**src/shared/qec_pkg.sv**
```systemverilog
// qec_pkg: constants, register map and carrier types of the quadrature encoder counter.
// assumes a single 100 MHz clock domain and a simple address/strobe register port.
// How it works
// count up when B rises after A
// count every edge of A and B
// software sets maximum as lines times four minus one
// forward edge at maximum wraps to zero
// reverse edge at zero loads maximum
// index-reset modes clear count on index rise
// free-running mode ignores index, no index outputs
// capture mode latches count on each index
// reset-by-index clears count, no latched output; latch_o still drives the last captured count, only latch valid is cleared
// first-index mode clears only on first index
// outputs count, index pulse, latched count by mode
// per-channel polarity selects active edge
// index routed via decoder or directly to counter
// synchronise inputs; ignore simultaneous A and B change
package qec_pkg;

  // widths
  localparam int unsigned QEC_CNT_W = 32;
  localparam int unsigned QEC_ADDR_W = 4;

  // register offsets (word aligned byte addresses)
  localparam logic [3:0] QEC_OFS_CTRL = 4'h0;
  localparam logic [3:0] QEC_OFS_MAX = 4'h4;
  localparam logic [3:0] QEC_OFS_COUNT = 4'h8;
  localparam logic [3:0] QEC_OFS_LATCH = 4'hC;

  // control field positions
  localparam int unsigned QEC_CTRL_MODE_LO = 0;
  localparam int unsigned QEC_CTRL_POL_A = 2;
  localparam int unsigned QEC_CTRL_POL_B = 3;
  localparam int unsigned QEC_CTRL_POL_I = 4;
  localparam int unsigned QEC_CTRL_ROUTE = 5;
  localparam int unsigned QEC_CTRL_ARM = 6;

  // reset values
  localparam logic [31:0] QEC_CTRL_RST = 32'h0000_0000;
  localparam logic [31:0] QEC_MAX_RST = 32'h0000_0FFF;

  // index modes
  typedef enum logic [1:0] {
    QEC_MODE_FREE = 2'h0,
    QEC_MODE_CAPTURE = 2'h1,
    QEC_MODE_RST_IDX = 2'h2,
    QEC_MODE_RST_FIRST = 2'h3
  } qec_mode_t;

  // configuration carried from the register file to the counter
  typedef struct packed {
    qec_mode_t mode;
    logic pol_a;
    logic pol_b;
    logic pol_i;
    logic route_direct;
  } qec_cfg_t;

  // decoded step events from the front end
  typedef struct packed {
    logic step;
    logic up;
    logic idx_rise;
  } qec_evt_t;

endpackage : qec_pkg

```
**src/design/qec_counter.sv**
```systemverilog
// qec_counter: top of the quadrature encoder position counter.
// assumes one 100 MHz clock, encoder lines synchronous to it, active-low async reset.
`timescale 1ns/1ps
`default_nettype none
module qec_counter import qec_pkg::*; #(
  parameter int unsigned CNT_W = QEC_CNT_W
) (
  // clock and reset
  input wire logic clk_i,
  input wire logic nrst_i,
  // encoder lines
  input wire logic enc_a_i,
  input wire logic enc_b_i,
  input wire logic enc_i_i,
  // register port
  input wire logic [QEC_ADDR_W-1:0] addr_i,
  input wire logic [31:0] wdata_i,
  input wire logic wr_i,
  input wire logic rd_i,
  output logic [31:0] rdata_o,
  // position outputs
  output logic [CNT_W-1:0] count_o,
  output logic index_o,
  output logic [CNT_W-1:0] latch_o,
  output logic latch_valid_o
);

  // reset release synchroniser
  logic [1:0] rst_sync_q;
  logic rst_n;

  // counter phase: waiting for first index or running
  typedef enum logic [1:0] {
    QEC_ST_WAIT = 2'b01,
    QEC_ST_RUN = 2'b10
  } qec_ph_t;

  // whole state of the counter
  typedef struct packed {
    qec_ph_t ph;
    logic [CNT_W-1:0] cnt;
    logic [CNT_W-1:0] latch;
    logic lvalid;
    logic idx;
  } qec_ct_st_t;

  qec_ct_st_t st_q;
  qec_ct_st_t st_d;
  qec_cfg_t cfg;
  qec_evt_t evt;
  logic [CNT_W-1:0] max;
  logic rearm;

  // release reset through two flops; assertion stays asynchronous
  always_ff @(posedge clk_i or negedge nrst_i) begin
    if (!nrst_i) begin
      rst_sync_q <= 2'b00;
    end else begin
      rst_sync_q <= {rst_sync_q[0], 1'b1};
    end
  end
  assign rst_n = rst_sync_q[1];

  // input sync and quadrature decode
  qec_frontend u_fe (
    .clk_i(clk_i),
    .rst_n_i(rst_n),
    .enc_a_i(enc_a_i),
    .enc_b_i(enc_b_i),
    .enc_i_i(enc_i_i),
    .cfg_i(cfg),
    .evt_o(evt)
  );

  // register file
  qec_regs #(.CNT_W(CNT_W)) u_regs (
    .clk_i(clk_i),
    .rst_n_i(rst_n),
    .addr_i(addr_i),
    .wdata_i(wdata_i),
    .wr_i(wr_i),
    .rd_i(rd_i),
    .rdata_o(rdata_o),
    .count_i(st_q.cnt),
    .latch_i(st_q.latch),
    .armed_i(st_q.ph == QEC_ST_WAIT),
    .cfg_o(cfg),
    .max_o(max),
    .rearm_o(rearm)
  );

  // count update: the index clear takes priority over a simultaneous step
  always_comb begin
    logic idx_used;
    qec_ph_t ph_now;
    idx_used = 1'b0;
    ph_now = QEC_ST_WAIT;
    st_d = st_q;
    // a rearm pulse clears the phase first, so an index in the same cycle still counts as the first
    ph_now = rearm ? QEC_ST_WAIT : st_q.ph;
    st_d.ph = ph_now;
    // step first so that an index in the same cycle still wins
    if (evt.step) begin
      if (evt.up) begin
        st_d.cnt = (st_q.cnt >= max) ? '0 : st_q.cnt + 1'b1; // see R01
      end else begin
        st_d.cnt = (st_q.cnt == '0) ? max : st_q.cnt - 1'b1;
      end
    end
    // free mode never looks at the index line
    idx_used = evt.idx_rise && (cfg.mode != QEC_MODE_FREE);
    st_d.idx = idx_used;
    case (cfg.mode)
      QEC_MODE_FREE: begin
        st_d.lvalid = 1'b0;
      end
      QEC_MODE_CAPTURE: begin
        // latch the count before this cycle's step
        if (idx_used) begin
          st_d.latch = st_q.cnt;
          st_d.lvalid = 1'b1;
        end
      end
      QEC_MODE_RST_IDX: begin
        st_d.lvalid = 1'b0;
        if (idx_used) begin
          st_d.cnt = '0; // see R06
        end
      end
      QEC_MODE_RST_FIRST: begin
        st_d.lvalid = 1'b0;
        case (ph_now)
          QEC_ST_WAIT: begin
            if (idx_used) begin
              st_d.cnt = '0; // see R06
              st_d.ph = QEC_ST_RUN;
            end
          end
          QEC_ST_RUN: ; // later index pulses leave the count alone
          default: st_d.ph = QEC_ST_WAIT;
        endcase
      end
      default: st_d.lvalid = 1'b0;
    endcase
  end

  // state register
  always_ff @(posedge clk_i or negedge rst_n) begin
    if (!rst_n) begin
      st_q.ph <= QEC_ST_WAIT;
      st_q.cnt <= '0;
      st_q.latch <= '0;
      st_q.lvalid <= 1'b0;
      st_q.idx <= 1'b0;
    end else begin
      st_q <= st_d;
    end
  end

  // outputs straight from flops; latch valid cleared outside capture mode, latched count still driven on latch_o
  assign count_o = st_q.cnt;
  assign index_o = st_q.idx;
  assign latch_o = st_q.latch;
  assign latch_valid_o = st_q.lvalid;

endmodule : qec_counter
`default_nettype wire

```
**src/design/qec_frontend.sv**
```systemverilog
// qec_frontend: synchronises A, B and index and decodes quadrature steps.
// assumes inputs are synchronous to clk_i; the two-stage sync guards metastability anyway.
`timescale 1ns/1ps
`default_nettype none
module qec_frontend import qec_pkg::*; (
  // clock and reset
  input wire logic clk_i,
  input wire logic rst_n_i,
  // encoder lines and configuration
  input wire logic enc_a_i,
  input wire logic enc_b_i,
  input wire logic enc_i_i,
  input wire qec_cfg_t cfg_i,
  // decoded events
  output qec_evt_t evt_o
);

  // whole state of the front end
  typedef struct packed {
    logic [2:0] s1;   // first sync stage, read only by s2
    logic [2:0] s2;   // second sync stage
    logic [2:0] prev; // previous settled sample
    logic [2:0] fill; // ones shift in after reset; events wait until prev holds a real sample
    qec_evt_t evt;
  } qec_fe_st_t;

  qec_fe_st_t st_q;
  qec_fe_st_t st_d;
  logic [2:0] pin;
  logic [2:0] pol;

  assign pol = {cfg_i.pol_i, cfg_i.pol_b, cfg_i.pol_a};
  assign pin = {enc_i_i, enc_b_i, enc_a_i};

  // step decode: with polarity applied an inverted line mirrors direction per channel
  always_comb begin
    logic da;
    logic db;
    logic [2:0] cur;
    da = 1'b0;
    db = 1'b0;
    cur = 3'h0;
    st_d = st_q;
    st_d.s1 = pin;
    st_d.s2 = st_q.s1;
    st_d.fill = {st_q.fill[1:0], 1'b1};
    cur = st_q.s2 ^ pol;
    st_d.prev = cur;
    da = cur[0] ^ st_q.prev[0];
    db = cur[1] ^ st_q.prev[1];
    // exactly one channel changed; both changing is an invalid jump
    st_d.evt.step = da ^ db; // see R02
    // A leads B forward: A change makes A differ from B, B change makes B equal A
    st_d.evt.up = da ? (cur[0] != cur[1]) : (cur[0] == cur[1]);
    // decoder path drops an index edge that lands on an invalid A/B jump; direct path passes it
    // both paths keep the same latency, so the counter stage needs no alignment
    st_d.evt.idx_rise = cur[2] & ~st_q.prev[2] & (cfg_i.route_direct | ~(da & db));
    // no events until prev holds a settled sample, so a line high at reset is not an edge
    if (!st_q.fill[2]) begin
      st_d.evt = '0;
    end
  end

  // state register
  always_ff @(posedge clk_i or negedge rst_n_i) begin
    if (!rst_n_i) begin
      st_q <= '0;
    end else begin
      st_q <= st_d;
    end
  end

  assign evt_o = st_q.evt;

endmodule : qec_frontend
`default_nettype wire

```
**src/design/qec_regs.sv**
```systemverilog
// qec_regs: register file of the encoder counter on a plain strobe port.
// assumes strobes last one cycle and never coincide; read data valid the cycle after.
`timescale 1ns/1ps
`default_nettype none
module qec_regs import qec_pkg::*; #(
  parameter int unsigned CNT_W = QEC_CNT_W
) (
  // clock and reset
  input wire logic clk_i,
  input wire logic rst_n_i,
  // bus port
  input wire logic [QEC_ADDR_W-1:0] addr_i,
  input wire logic [31:0] wdata_i,
  input wire logic wr_i,
  input wire logic rd_i,
  output logic [31:0] rdata_o,
  // block state
  input wire logic [CNT_W-1:0] count_i,
  input wire logic [CNT_W-1:0] latch_i,
  input wire logic armed_i,
  output qec_cfg_t cfg_o,
  output logic [CNT_W-1:0] max_o,
  output logic rearm_o
);

  // whole register state
  typedef struct packed {
    logic [31:0] ctrl;
    logic [CNT_W-1:0] max;
    logic [31:0] rdata;
    logic rearm;
  } qec_rf_st_t;

  qec_rf_st_t st_q;
  qec_rf_st_t st_d;

  // decode writes and reads; unmapped addresses read as zero
  always_comb begin
    st_d = st_q;
    st_d.rearm = 1'b0;
    st_d.rdata = 32'h0000_0000;
    if (wr_i) begin
      case (addr_i)
        QEC_OFS_CTRL: begin
          st_d.ctrl = {26'h0, wdata_i[5:0]};
          // writing the arm bit restarts first-index initialisation
          st_d.rearm = wdata_i[QEC_CTRL_ARM];
        end
        QEC_OFS_MAX: st_d.max = wdata_i[CNT_W-1:0];
        default: ;
      endcase
    end
    if (rd_i) begin
      case (addr_i)
        QEC_OFS_CTRL: st_d.rdata = st_q.ctrl | ({31'h0, armed_i} << QEC_CTRL_ARM);
        QEC_OFS_MAX: st_d.rdata = 32'(st_q.max);
        QEC_OFS_COUNT: st_d.rdata = 32'(count_i);
        QEC_OFS_LATCH: st_d.rdata = 32'(latch_i);
        default: st_d.rdata = 32'h0000_0000;
      endcase
    end
  end

  // state register
  always_ff @(posedge clk_i or negedge rst_n_i) begin
    if (!rst_n_i) begin
      st_q.ctrl <= QEC_CTRL_RST;
      st_q.max <= CNT_W'(QEC_MAX_RST);
      st_q.rdata <= 32'h0000_0000;
      st_q.rearm <= 1'b0;
    end else begin
      st_q <= st_d;
    end
  end

  assign rdata_o = st_q.rdata;
  assign max_o = st_q.max;
  assign rearm_o = st_q.rearm;
  assign cfg_o.mode = qec_mode_t'(st_q.ctrl[QEC_CTRL_MODE_LO +: 2]);
  assign cfg_o.pol_a = st_q.ctrl[QEC_CTRL_POL_A];
  assign cfg_o.pol_b = st_q.ctrl[QEC_CTRL_POL_B];
  assign cfg_o.pol_i = st_q.ctrl[QEC_CTRL_POL_I];
  assign cfg_o.route_direct = st_q.ctrl[QEC_CTRL_ROUTE];

endmodule : qec_regs
`default_nettype wire

```
**config.mk**
```make
export PLATFORM = sky130hd
export DESIGN_NAME = qec_counter
export DESIGN_NICKNAME = d
export VERILOG_FILES = /design/src/shared/qec_pkg.sv /design/src/design/qec_counter.sv /design/src/design/qec_frontend.sv /design/src/design/qec_regs.sv
export SDC_FILE = /design/constraint.sdc
export NUM_CORES = 1
export LEC_CHECK = 0
export BUFFER_PORTS_ARGS = -buffer_cell sky130_fd_sc_hd__buf_2
export CAP_MARGIN = 15
export CORE_ASPECT_RATIO = 0.7
export CORE_MARGIN = 2
export CORE_UTILIZATION = 45
export DETAILED_ROUTE_END_ITERATION = 10
export GPL_TIMING_DRIVEN = 0
export PLACE_DENSITY = 0.64
export SLEW_MARGIN = 20
export SYNTH_ARGS = -nofsm -noshare
export SYNTH_HDL_FRONTEND = slang
export SYNTH_SLANG_ARGS = --single-unit
```
**constraint.sdc**
```tcl
create_clock -name clk_i -period 6 [get_ports clk_i]
set_input_delay 0.9 -clock clk_i [delete_from_list [all_inputs] [get_ports clk_i]]
set_output_delay 0.9 -clock clk_i [all_outputs]
set_load 0.03 [all_outputs]
```
==> Yosys cells after proc, flatten, opt, wreduce, memory -nomap -nowiden <==
Cells that the tools add are included.
Widths: inputs -> output; s select.
{ "totals": {"out_inout_bits": 98, "word_cells": 71, "register_bits": 156} }
{ "op_classes": {"mux": 19, "reduce_logical": 9, "bitwise": 11, "addsub": 2, "n_eq_ne": 12, "order_cmp": 1} }
{ "ops": {"columns": ["operator", "n"], "rows": [
  ["$mux 32", 7],
  ["$pmux 32 s4", 1],
  ["$pmux 32 s2", 1],
  ["$mux 34", 1],
  ["$add 32x1->32 const B", 1],
  ["$ge 32x32->1", 1],
  ["$logic_not 32->1", 1],
  ["$sub 32x1->32 const B", 1],
  ["$eq 4x4->1 const B", 2],
  ["$or 6x7->7", 1],
  ["$eq 2x1->1 const B", 3],
  ["$eq 2x2->1 const B", 3],
  ["$reduce_and 2->1", 3],
  ["$eq 4x3->1 const B", 1],
  ["$logic_not 4->1", 1],
  ["$mux 1", 4],
  ["$mux 2", 2],
  ["$pmux 2 s2", 1],
  ["$and 1x1->1", 3],
  ["$mux 3", 1],
  ["$reduce_or 3->1", 1],
  ["$xor 1x1->1", 3],
  ["$xor 3x3->3", 1],
  ["$logic_not 2->1", 1],
  ["8 further kinds", 9]
]} }

==> Depth between registers and ports, before layout <==
Gate-level depths: netlist of the first run.
{ "depth": {"word_depth": 7, "mapped_depth": 11, "mapped_depth_nobuf": 8} }

==> Cells and area by module <==
From an unflattened synthesis of the first run, not the netlist that was laid out.
{ "unflattened": {"cells_unflattened": 951, "area_unflattened_um2": 9356.5} }
{ "by_module_without_submodules": {"columns": ["mod", "n_inst", "seq_area_each_um2", "cells_per_inst", "area_each_um2"], "rows": [
  ["qec_counter", 1, 1752.9, 683, 5666.7],
  ["qec_regs", 1, 1791.7, 236, 3178.0],
  ["qec_frontend", 1, 375.4, 32, 511.7]
]} }

==> Worst setup path before layout of the first run <==
Ideal clock, no wire load.
{ "synth_path": {"kind": "flip-flop to flip-flop", "start": "reg st_q (netlist bit count_o[0])", "end": "reg st_q (netlist bit count_o[31])", "arrival_ps": 2447, "required_ps": 5918, "slack_ps": 3471, "path_stages_with_launch": 12, "cell_sequence": "dfrtp_1 -> clkbuf_1 -> inv_1 -> ha_1 -> a31oi_1 -> nor2b_1 -> o311ai_0 -> a41o_1 -> clkbuf_1 -> clkbuf_1 -> o2111ai_1 -> a31oi_1"} }
{ "synth_lines": {"columns": ["item", "line_no", "rtl"], "rows": [
  ["start: declaration", "qec_counter.sv:47", "qec_ct_st_t st_q;"],
  ["start signal: assignment", "qec_counter.sv:156", "st_q <= st_d;"]
]} }

==> summary.md, run 1 <==
| Metric | Value |
|---|---|
| Bufs and invs on worst path | `4` |
| Most frequent cell after synthesis | `dfrtp_1` |
| Gr ovfl total | `0` |
| Cell Area, Placed | `around 0.010 mm2` |
| Synth top area cells | `dfrtp_1 (38%), mux2_2 (8.1%), buf_4 (5.2%), ha_1 (5.0%), dfstp_2 (3.7%)` |
| Vias | `8367` |
| Largest net degree at the start of global routing | `54` |
| Syn_area_per_cell | `9.72 um2` |
| RR Startpoint | `count_o[0]` |
| Setup Skew | `0.0115 ns` |
| Arr. time, crit path | `4.08 ns` |
| CTS HTree Levels | `4` |
| CTS tree | `done` |
| Most common flop cell mapped by yosys | `dfrtp_1` |
| Mapped Cells | `958` |
| Clock root buffer | `clkbuf_16` |
| Number of routed nets with antenna violations | `0` |
| Setup slack, reg-to-reg | `2.24 ns` |
| Initial DRC Count | `1095` |
| Clock tree buffer depth | `2` |
| Crit path from | `count_o[0]` |
| Fmax achieved | `266 MHz` |
| Vias in the first global route | `7978` |
| RR Endpoint | `count_o[9]` |
| Max-cap viol count | `0` |
| Port Buffers | `140` |
| Area grow syn2layout | `18.8%` |
| Die H | `between 100 and 150 um` |
| Post-cts sizing count | `0` |
| Crit path max-delay family | `buffers and inverters` |
| Req. time, crit path | `6.33 ns` |
| Worst setup SP type | `register` |
| Most frequent cells after synthesis | `dfrtp_1 (143), mux2_2 (67), buf_4 (65), nor2_1 (63), nand2_1 (61)` |
| Synth warnings | `0` |
| Crit path max fanout | `10` |
| Die Wd | `176 um` |
| IO Pins | `~140` |
| Synth top area share | `38.4%` |
| Drt via density | `5.96` |
| GP Congestion | `about 0.94` |
| Clk slew on worst S/H paths | `around 0.060 ns` |
| Per-cell routed wire length | `21.6 um` |
| Final Max Tran Viols | `0` |
| Status | `finished, final reports clean` |
| Fin area | `0.0111 mm2` |
| Final worst path period share | `a little over three fifths` |
| Synth area leader | `dfrtp_1` |
| Number of flops mapped to enable cells by yosys | `0` |
| Critical path, cell by cell | `clkbuf_1 > inv_1 > ha_1 > a31oi_1 > nor2b_1 > o311ai_0 > a41o_1 > clkbuf_1 > clkbuf_1 > a32oi_1 > o21ai_0` |
| Initial antenna violation count | `0` |
| Min Hold Slack | `0.148 ns` |
| Fill cell instance count of the final layout | `1864` |
| Antenna diode count | `0` |
| Non-filler cells, final | `1404` |
| Worst skew pair latency | `between 0.4 and 0.5 ns` |
| Placed Cells | `roughly 1400` |
| Setup Crit Path Kind | `register to register` |
| Num CTS Buffers | `17` |
| Hpwl dp | `21.9 mm` |
| Max_slew headroom | `21.6%` |
| Fin nets | `1201` |
| Reg2reg path depth | `11` |
| Leakage power total | `approximately 5.2 nW` |
| Post-CTS setup buffers | `0` |
| Final setup vio count | `0` |
| Min cycle time layout | `between 3 and 4 ns` |
| Tightest Hold Check Type | `register to async pin` |
| Layout cell share with drive strength beyond 1 | `30.5%` |
| Residual DRC count | `0` |
| Critical-path top delay cell | `clkbuf_1` |
| Clock sink count | `156` |
| Max incr delay on CP | `0.57 ns` |
| FP Rows | `43` |
| End point of the critical path | `count_o[9]` |
| Worst slew pin tran | `1.17 ns` |
| Peak supply drop | `~0.26 mV` |
| Core Region | `0.0201 mm2` |
| Final wirelength | `30.3 mm` |
| Final hold viol count | `0` |
| Post-synth cell types | `65` |
| First-pass GRT wire length | `~47 mm` |
| Post-route core utilization | `between 50% and 60%` |
| Critical path depth | `11` |
| Pwr Density | `431 mW/mm2` |
| GRT Total Usage | `28.1%` |
| Synthesized area | `0.00932 mm2` |
| Register area share after synthesis | `42.1%` |
| Cts hold-fix bufs | `0` |
| Kind of end point of the critical path | `register` |
| Starting Density | `46.4%` |
| Total die area | `0.0219 mm2` |
| Most frequent CP cell | `clkbuf_1` |
| RSZ-0062 raised after global routing | `false` |
| Register bit total from synthesis | `156` |
| DR pass1 iterations | `9` |
| Async set-reset flop share out of synthesis | `100%` |
[cell type report]
class                           count  area [um2]  share of cell area (%)
Inverter                           47         176                    1.59
Buffer                            143         813                    7.35
Sequential cell                   156        3920                    35.5
Clock inverter                     10         139                    1.26
Timing Repair Buffer              143         783                    7.08
Clock buffer                       22         474                    4.29
Tap cell                          270         338                    3.05
Multi-Input combinational cell    613        4420                    39.9
[cell usage in the layout, fill, tap and decap left out, drive strengths merged, types with 25 or more instances in the layout]
master,count
a31oi,32
a222oi,25
nor3,33
a21oi,27
nor2,63
o21ai,29
clkbuf,82
inv,47
nand4,25
nand2,61
ha,37
dfrtp,143
buf,226
mux2,67
[worst min-delay path by stage]
stage	startpoint	end	slack (ns)	cells past startpoint
2_1_floorplan	rst_sync_q[0]	rst_sync_q[1]	0.33	0
3_3_place_gp	u_fe.st_d[11]	u_fe.st_q[11]	0.33	0
3_5_place_dp	rst_sync_q[1]	u_regs.rdata_o[14]	0.15	0
4_1_cts	rst_sync_q[1]	u_regs.rdata_o[14]	0.15	0
5_1_grt	rst_sync_q[1]	u_regs.rdata_o[14]	0.16	0
6_report	rst_sync_q[1]	u_regs.rdata_o[14]	0.15	0
[metrics by stage]
stage | worst slack (ns) | total power [mW] | TNS (ns)
5_1_grt | 2.17 | 5.04 | 0
6_report | 2.24 | 4.77 | 0
4_1_cts | 2.40 | 4.74 | 0
2_1_floorplan | 1.35 | 2.97 | 0
3_5_place_dp | 2.44 | 3.59 | 0
3_3_place_gp | -0.645 | 3.56 | -89.43
[report_power, final]
group          internal, mW  switching, mW  leakage (nW)
Sequential             1.28          0.259          2.01
Combinational         0.771           1.32          2.88
Clock                 0.686          0.451         0.288
[registers in the layout, indices dropped and copies added (netlist names)]
signal / count
u_fe.st_d: 5
latch_o: 32
u_regs.rdata_o: 32
st_q: 2
count_o: 32
u_regs.cfg_o: 6
latch_valid_o: 1
index_o: 1
u_fe.st_q: 7
rst_sync_q: 2
u_regs.max_o: 32
u_regs.rearm_o: 1
u_fe.evt_o: 3
[layer usage]
metal	vias up	part of all wire [%]	GRT usage, %
met3	42	11	8.09
met4	0	1.9	8.31
met1	4079	48	44.3
met2	458	39	36.3
li1	3788	-	-
met5	-	0	0
[kinds of logic (layout without fill, tap and decap cells)]
| family | after synthesis | in the layout | synth area share [%] |
|---|---|---|---|
| buf+inv | 190 | 365 | 10.6 |
| fa+ha+maj | 37 | 37 | 4.97 |
| compound gates | 208 | 208 | 16.2 |
| flops | 156 | 156 | 42.1 |
| mux | 71 | 71 | 8.53 |
| xor+xnor | 21 | 21 | 1.97 |
| simple gates | 274 | 274 | 15.6 |
| other cells | 1 | 2 | 0.0403 |
No activity file was read; power rests on OpenSTA's default activity.
==> inputs of run 2 (changes only) <==
--- a/config.mk
+++ b/config.mk
@@ -12,7 +12,7 @@
 export CORE_UTILIZATION = 45
 export DETAILED_ROUTE_END_ITERATION = 10
 export GPL_TIMING_DRIVEN = 0
-export PLACE_DENSITY = 0.64
+export PLACE_DENSITY = 0.67
 export SLEW_MARGIN = 20
 export SYNTH_ARGS = -nofsm -noshare
 export SYNTH_HDL_FRONTEND = slang
==> constraint.sdc (replaced) <==
create_clock -name clk_i -period 3.1 [get_ports clk_i]
set_input_delay 0.465 -clock clk_i [delete_from_list [all_inputs] [get_ports clk_i]]
set_output_delay 0.465 -clock clk_i [all_outputs]
set_load 0.03 [all_outputs]
==> run 2 against run 1 <==
Compared with the run above:
- sequential power increased by 95%
- worst hold slack worse by 0.027 ns
- largest power group unchanged
- first-iteration DRC count down 14%
- highest routed layer unchanged
- cell area shrank 0.20%
==> summary.md, run 2 (same netlist as run 1, synthesis figures left out) <==
| Metric | Value |
|---|---|
| RR Endpoint | `count_o[4] (was count_o[9])` |
| Fmax achieved | `325 MHz (was 266 MHz)` |
| Sw Ratio | `43.3% (was 42.6%)` |
| Clock sink count | `156 (unchanged)` |
| Tightest Hold Check Type | `primary input to register (was register to async pin)` |
| Setup Crit Path Kind | `register to register (unchanged)` |
| TNS Setup | `0 ns (unchanged)` |
| Worst setup SP type | `register (unchanged)` |
| Placed Cells | `1371 (was 1372)` |
| Number of routed nets with antenna violations | `0 (unchanged)` |
| Residual DRC count | `0 (unchanged)` |
| Die Wd | `176 um (unchanged)` |
| Non-filler cells, final | `1402 (was 1404)` |
| Die H | `124 um (unchanged)` |
| Setup slack, reg-to-reg | `0.02 ns (was 2.24 ns)` |
| Met3 wire length | `2.76 mm (was 3.21 mm)` |
| Fill cell instance count of the final layout | `1840 (was 1864)` |
| Req. time, crit path | `3.44 ns (was 6.33 ns)` |
| Arr. time, crit path | `3.42 ns (was 4.08 ns)` |
| WHS Endpoint | `u_fe.st_d[10]` |
| Top layer reached by signal wires | `met4 (unchanged)` |
| Pwr Density | `826 mW/mm2 (was 431 mW/mm2)` |
| Final hold viol count | `0 (unchanged)` |
| Hpwl dp | `21.6 mm (was 21.9 mm)` |
| Vias | `8406 (was 8367)` |
| Reg2reg path depth | `7 (was 11)` |
| Fin area | `0.0110 mm2 (was 0.0111 mm2)` |
| Min cycle time layout | `3.08 ns (was 3.76 ns)` |
| Gr ovfl total | `0 (unchanged)` |
| FP Rows | `43 (unchanged)` |
| First-pass GRT wire length | `46.5 mm (was 46.9 mm)` |
| Vias in the first global route | `7871 (was 7978)` |
| Final wirelength | `30.0 mm (was 30.3 mm)` |
| Per-cell routed wire length | `21.4 um (was 21.6 um)` |
| Core Region | `0.0201 mm2 (unchanged)` |
| Antenna diode count | `0 (unchanged)` |
| Commonest non-fill, non-tap cell in the layout | `buf_2 (unchanged)` |
| Drt via density | `6.00 (was 5.96)` |
| Final setup vio count | `0 (unchanged)` |
| Setup Skew | `0.0185 ns (was 0.0115 ns)` |
| Hold Crit Start | `enc_b_i` |
| Starting Density | `46.4% (unchanged)` |
| Worst skew pair latency | `0.45 ns (about the same)` |
| GRT Total Usage | `27.8% (was 28.1%)` |
| P_sw | `3.95 mW (was 2.03 mW)` |
| Min Hold Slack | `0.121 ns (was 0.148 ns)` |
| IO Pins | `141 (unchanged)` |
| Multi-input logic area | `0.00443 mm2 (was 0.00442 mm2)` |
| GP Congestion | `0.986 (was 0.941)` |
| Clock root buffer | `clkbuf_16 (unchanged)` |
| Kind of end point of the critical path | `register (unchanged)` |
| Layout cell share with drive strength beyond 1 | `31.4% (was 30.5%)` |
| Register Area | `0.00392 mm2 (unchanged)` |
| Total chip power | `9.12 mW (was 4.77 mW)` |
| Register share of total power | `33.0% (was 32.3%)` |
| Most frequent cells in the layout | `buf_2 (148), dfrtp_1 (142), mux2_2 (67) (unchanged)` |
| Combinational power share | `44.0% (was 43.9%)` |
| Leakage power total | `5.19 nW (was 5.18 nW)` |
| Routed met1 length | `14.5 mm (was 14.6 mm)` |
| Area grow syn2layout | `18.5% (was 18.8%)` |
| Num CTS Buffers | `17 (unchanged)` |
| CTS tree | `done (unchanged)` |
| Clk slew on worst S/H paths | `0.06 ns (about the same)` |
| Crit path max fanout | `10 (unchanged)` |
| Final Max Tran Viols | `0 (unchanged)` |
| Initial antenna violation count | `0 (unchanged)` |
| Hold Crit Depth | `1` |
| Internal | `5.17 mW (was 2.74 mW)` |
| Met2 wire len | `11.9 mm (about the same)` |
| RR Startpoint | `count_o[31] (was count_o[0])` |
| Post-route core utilization | `55.0% (was 55.1%)` |
| Port Buffers | `140 (unchanged)` |
| Worst slew pin tran | `1.12 ns (was 1.17 ns)` |
| Final worst path period share | `99.4% (was 62.6%)` |
| Peak supply drop | `0.499 mV (was 0.256 mV)` |
| Max_slew headroom | `24.8% (was 21.6%)` |
| DP Worst Slack | `-0.454 ns (was 2.44 ns)` |
| DR pass1 iterations | `6 (was 9)` |
| Max-cap viol count | `0 (unchanged)` |
| Initial DRC Count | `945 (was 1095)` |
| RSZ-0062 raised after global routing | `false (unchanged)` |
| CTS HTree Levels | `4 (unchanged)` |
| Clock tree buffer depth | `2 (unchanged)` |
| Total die area | `0.0219 mm2 (unchanged)` |
| Clk network pwr share | `23.0% (was 23.8%)` |
| Status | `finished, final reports clean (unchanged)` |
| Post-CTS setup buffers | `0 (unchanged)` |
| Cell Area, Placed | `0.0104 mm2 (was 0.0105 mm2)` |
| Fin nets | `1199 (was 1201)` |
| Final worst setup slack | `0.0198 ns (was 2.24 ns)` |
| Largest net degree at the start of global routing | `56 (was 54)` |
[run 2: layer usage]
| layer | GRT usage [%] | up-vias |
|---|---|---|
| met5 | 0 | - |
| met4 | 10.2 | 0 |
| met3 | 6.41 | 54 |
| met2 | 36.9 | 461 |
| met1 | 43.3 | 4095 |
| li1 | - | 3796 |
[run 2: area by class of cell]
| class | count | share of cell area [%] |
|---|---|---|
| inverters | 47 | 1.60 |
| clock buffers | 21 | 4.35 |
| multi-input cells | 613 | 40.2 |
| flip-flops and latches | 156 | 35.5 |
| repair buffers | 143 | 6.94 |
| plain buffers | 141 | 7.39 |
| well taps | 270 | 3.06 |
| clock inverters | 11 | 0.963 |
[run 2: worst max-delay path, cell delays in order (launching register included)]
cell and delay, ns:
dfrtp_1 0.49, ha_1 0.40, nand4_1 0.19, a21oi_1 0.09, a2111oi_4 0.68, clkbuf_1 0.59
o211ai_1 0.22, a31oi_1 0.31
[run 2: what timing repair did]
action,CTS,global route
hold buffers,1,0
gates resized for setup,7,5
setup endpoints to repair,30,26
endpoints found under the hold margin,2,0
pin swaps,0,0
[run 2: worst max-delay path by stage]
| stage | start | endpoint | cells after the start |
|---|---|---|---|
| floorplan | rst_sync_q[1] | count_o[0] | 0 |
| global placement | rst_sync_q[1] | u_regs.rdata_o[29] | 0 |
| detailed placement | count_o[0] | count_o[4] | 11 |
| CTS | count_o[0] | count_o[9] | 10 |
| global route | count_o[31] | count_o[4] | 7 |
| finish | count_o[31] | count_o[4] | 7 |
[run 2: power groups by stage]
stage	Sequential [mW]	Clock [mW]	Combinational (mW)
after detailed placement	3.01	0	3.91
after floorplan	2.85	0	2.91
after global routing	3.06	2.22	4.35
after global placement	3.03	0	3.83
after CTS	2.98	2.12	3.96
final	3.01	2.10	4.01
==> inputs of run 3 (changes only) <==
--- a/config.mk
+++ b/config.mk
@@ -7,7 +7,6 @@
 export LEC_CHECK = 0
 export BUFFER_PORTS_ARGS = -buffer_cell sky130_fd_sc_hd__buf_2
 export CAP_MARGIN = 15
-export CORE_ASPECT_RATIO = 0.7
 export CORE_MARGIN = 2
 export CORE_UTILIZATION = 45
 export DETAILED_ROUTE_END_ITERATION = 10
==> constraint.sdc (replaced) <==
create_clock -name clk_i -period 3.1 [get_ports clk_i]
set_input_delay 0.31 -clock clk_i [delete_from_list [all_inputs] [get_ports clk_i]]
set_output_delay 0.31 -clock clk_i [all_outputs]
set_load 0.03 [all_outputs]
==> run 3 against run 2 <==
Compared with the run above:
- sequential power is essentially flat
- register-to-register slack barely moved
- largest cell class unchanged
- critical endpoint unchanged
- non-clock buffer count increased by 6
- clock power up 7%
- cell area is 0.92% higher
- critical path type unchanged
==> summary.md, run 3 (same netlist as run 1, synthesis figures left out) <==
| Metric | Value |
|---|---|
| Area grow syn2layout | `19.6% (was 18.5%)` |
| GRT Total Usage | `27.2% (was 27.8%)` |
| Final wirelength | `29.9 mm (was 30.0 mm)` |
| Hpwl dp | `21.4 mm (was 21.6 mm)` |
| Tightest Hold Check Type | `primary input to register (unchanged)` |
| Setup Skew | `0.0107 ns (was 0.0185 ns)` |
| FP Rows | `52 (was 43)` |
| Clock root buffer | `clkbuf_16 (unchanged)` |
| Layout cell share with drive strength beyond 1 | `31.6% (was 31.4%)` |
| Starting Density | `45.9% (was 46.4%)` |
| Non-filler cells, final | `1408 (was 1402)` |
| Most frequent cells in the layout | `buf_2 (148), dfrtp_1 (142), buf_4 (67), mux2_2 (67), nor2_1 (63) (was buf_2 (148), dfrtp_1 (142), mux2_2 (67))` |
| Bufs and invs on worst path | `1 (unchanged)` |
| Final setup vio count | `0 (unchanged)` |
| Min cycle time layout | `3.07 ns (was 3.08 ns)` |
| Drt via density | `5.95 (was 6.00)` |
| Placed Cells | `1372 (was 1371)` |
| Register Area | `0.00392 mm2 (unchanged)` |
| Critical path, cell by cell | `ha_1 > nand4_1 > a21oi_1 > a2111oi_4 > clkbuf_1 > o211ai_1 > a31oi_1 (unchanged)` |
| Leakage power total | `5.22 nW (was 5.19 nW)` |
| Port Buffers | `140 (unchanged)` |
| Crit path max fanout | `10 (unchanged)` |
| First-pass GRT wire length | `45.5 mm (was 46.5 mm)` |
| Antenna diode count | `0 (unchanged)` |
| RSZ-0062 raised after global routing | `false (unchanged)` |
| Min Hold Slack | `0.0899 ns (was 0.121 ns)` |
| Initial antenna violation count | `0 (unchanged)` |
| Req. time, crit path | `3.45 ns (was 3.44 ns)` |
| Multi-input logic area | `0.00445 mm2 (was 0.00443 mm2)` |
| IO Pins | `141 (unchanged)` |
| Clock sink count | `156 (unchanged)` |
| Critical-path top delay cell | `clkbuf_1 (was a2111oi_4)` |
| Final hold viol count | `0 (unchanged)` |
| Residual DRC count | `0 (unchanged)` |
| Die Wd | `148 um (was 176 um)` |
| Number of routed nets with antenna violations | `0 (unchanged)` |
| Max-cap viol count | `0 (unchanged)` |
| Commonest non-fill, non-tap cell in the layout | `buf_2 (unchanged)` |
| Initial DRC Count | `810 (was 945)` |
| Worst skew pair latency | `0.45 ns (about the same)` |
| Worst slew pin tran | `0.983 ns (was 1.12 ns)` |
| Max_slew headroom | `33.9% (was 24.8%)` |
| Setup Crit Path Kind | `register to register (unchanged)` |
| Worst setup SP type | `register (unchanged)` |
| Fin nets | `1205 (was 1199)` |
| Fill cell instance count of the final layout | `1831 (was 1840)` |
| Final worst path period share | `99.1% (was 99.4%)` |
| Per-cell routed wire length | `21.2 um (was 21.4 um)` |
| Die H | `148 um (was 124 um)` |
| Core Region | `0.0203 mm2 (was 0.0201 mm2)` |
| Vias | `8382 (was 8406)` |
| CTS tree | `done (unchanged)` |
| Max incr delay on CP | `0.61 ns (was 0.68 ns)` |
| Total die area | `0.0219 mm2 (about the same)` |
| DR pass1 iterations | `6 (unchanged)` |
| Status | `finished, final reports clean (unchanged)` |
| Num CTS Buffers | `17 (unchanged)` |
| Kind of end point of the critical path | `register (unchanged)` |
| Vias in the first global route | `8097 (was 7871)` |
| Clock tree buffer depth | `2 (unchanged)` |
| CTS HTree Levels | `4 (unchanged)` |
| Crit path max-delay family | `compound AO/OA/AOI/OAI gates (unchanged)` |
| Final Max Tran Viols | `0 (unchanged)` |
| Fmax achieved | `325 MHz (about the same)` |
| Arr. time, crit path | `3.43 ns (was 3.42 ns)` |
| Gr ovfl total | `0 (unchanged)` |
| Clk slew on worst S/H paths | `0.07 ns (was 0.06 ns)` |
| Largest net degree at the start of global routing | `56 (unchanged)` |
| GP Congestion | `0.961 (was 0.986)` |
| Pwr Density | `835 mW/mm2 (was 826 mW/mm2)` |
| Peak supply drop | `0.544 mV (was 0.499 mV)` |
run 3: cell count changes in the layout (fill, tap and decap cells not counted), sizes merged:
cell / delta
clkinv: -2
inv: +1
clkbuf: -4
dlygate4sd3: +3
bufinv: +2
clkinvlp: +3
buf: +3
run 3: final cells by class:
cell class | instances | area share, %
Clock buffer | 17 | 3.82
Clock inverter | 15 | 1.71
Timing Repair Buffer | 149 | 7.39
Sequential cell | 156 | 35.2
Tap cell | 270 | 3.03
Multi-Input combinational cell | 613 | 39.9
Inverter | 47 | 1.58
Buffer | 141 | 7.36
run 3: power breakdown:
part | switching [mW] | internal (mW)
Clock | 0.967 | 1.28
Sequential | 0.509 | 2.48
Combinational | 2.53 | 1.53
run 3: path summary, 6_finish.rpt:
kind,start,to,slack (ns),depth (start not counted)
setup / recovery,count_o[31],count_o[4],0.03,7
hold / removal,wdata_i[11],u_regs.max_o[11],0.09,2
hold reg to reg,rst_sync_q[1],u_regs.rdata_o[6],0.23,0
setup reg to reg,count_o[31],count_o[4],0.03,7
max in group asynchronous,rst_sync_q[1],u_regs.max_o[11],1.98,2
min in group asynchronous,nrst_i,rst_sync_q[1],0.17,2
run 3: per-layer routing:
layer	up-vias	share of wire (%)	wire, um	GRT usage, %
li1	3812	-	-	-
met1	4073	42	12500	36.0
met2	422	46	13900	42.6
met3	75	8.5	2550	7.22
met4	0	3.2	943	11.0
met5	-	0	0	0
run 3: stage by stage:
| stage | setup WS, ns | area [um2] | power (mW) | setup TNS [ns] | util (%) |
|---|---|---|---|---|---|
| finish | 0.0274 | 11100 | 9.30 | 0 | 54.9 |
| global route | 0.0320 | 11100 | 9.76 | 0 | 54.9 |
| CTS | 0.0174 | 11100 | 9.19 | 0 | 54.7 |
| detailed placement | -0.594 | 10400 | 6.92 | -13.49 | 51.4 |
| global placement | -0.576 | 10400 | 6.84 | -85.86 | 51.0 |
| floorplan | 0.528 | 9320 | 5.76 | 0 | - |
run 3: what timing repair did:
action                                  in CTS  in global routing
endpoints found under the hold margin        5                  0
gates resized for setup                      8                 10
buffers inserted                             0                  2
gates cloned                                 0                  0
hold buffers                                 4                  0
endpoints found under the setup margin      32                 32
run 3: worst register-to-register path, stage by stage (launching register included):
cell	delay [ns]
dfrtp_1	0.50
ha_1	0.40
nand4_1	0.24
a21oi_1	0.12
a2111oi_4	0.60
clkbuf_1	0.61
o211ai_1	0.23
a31oi_1	0.27
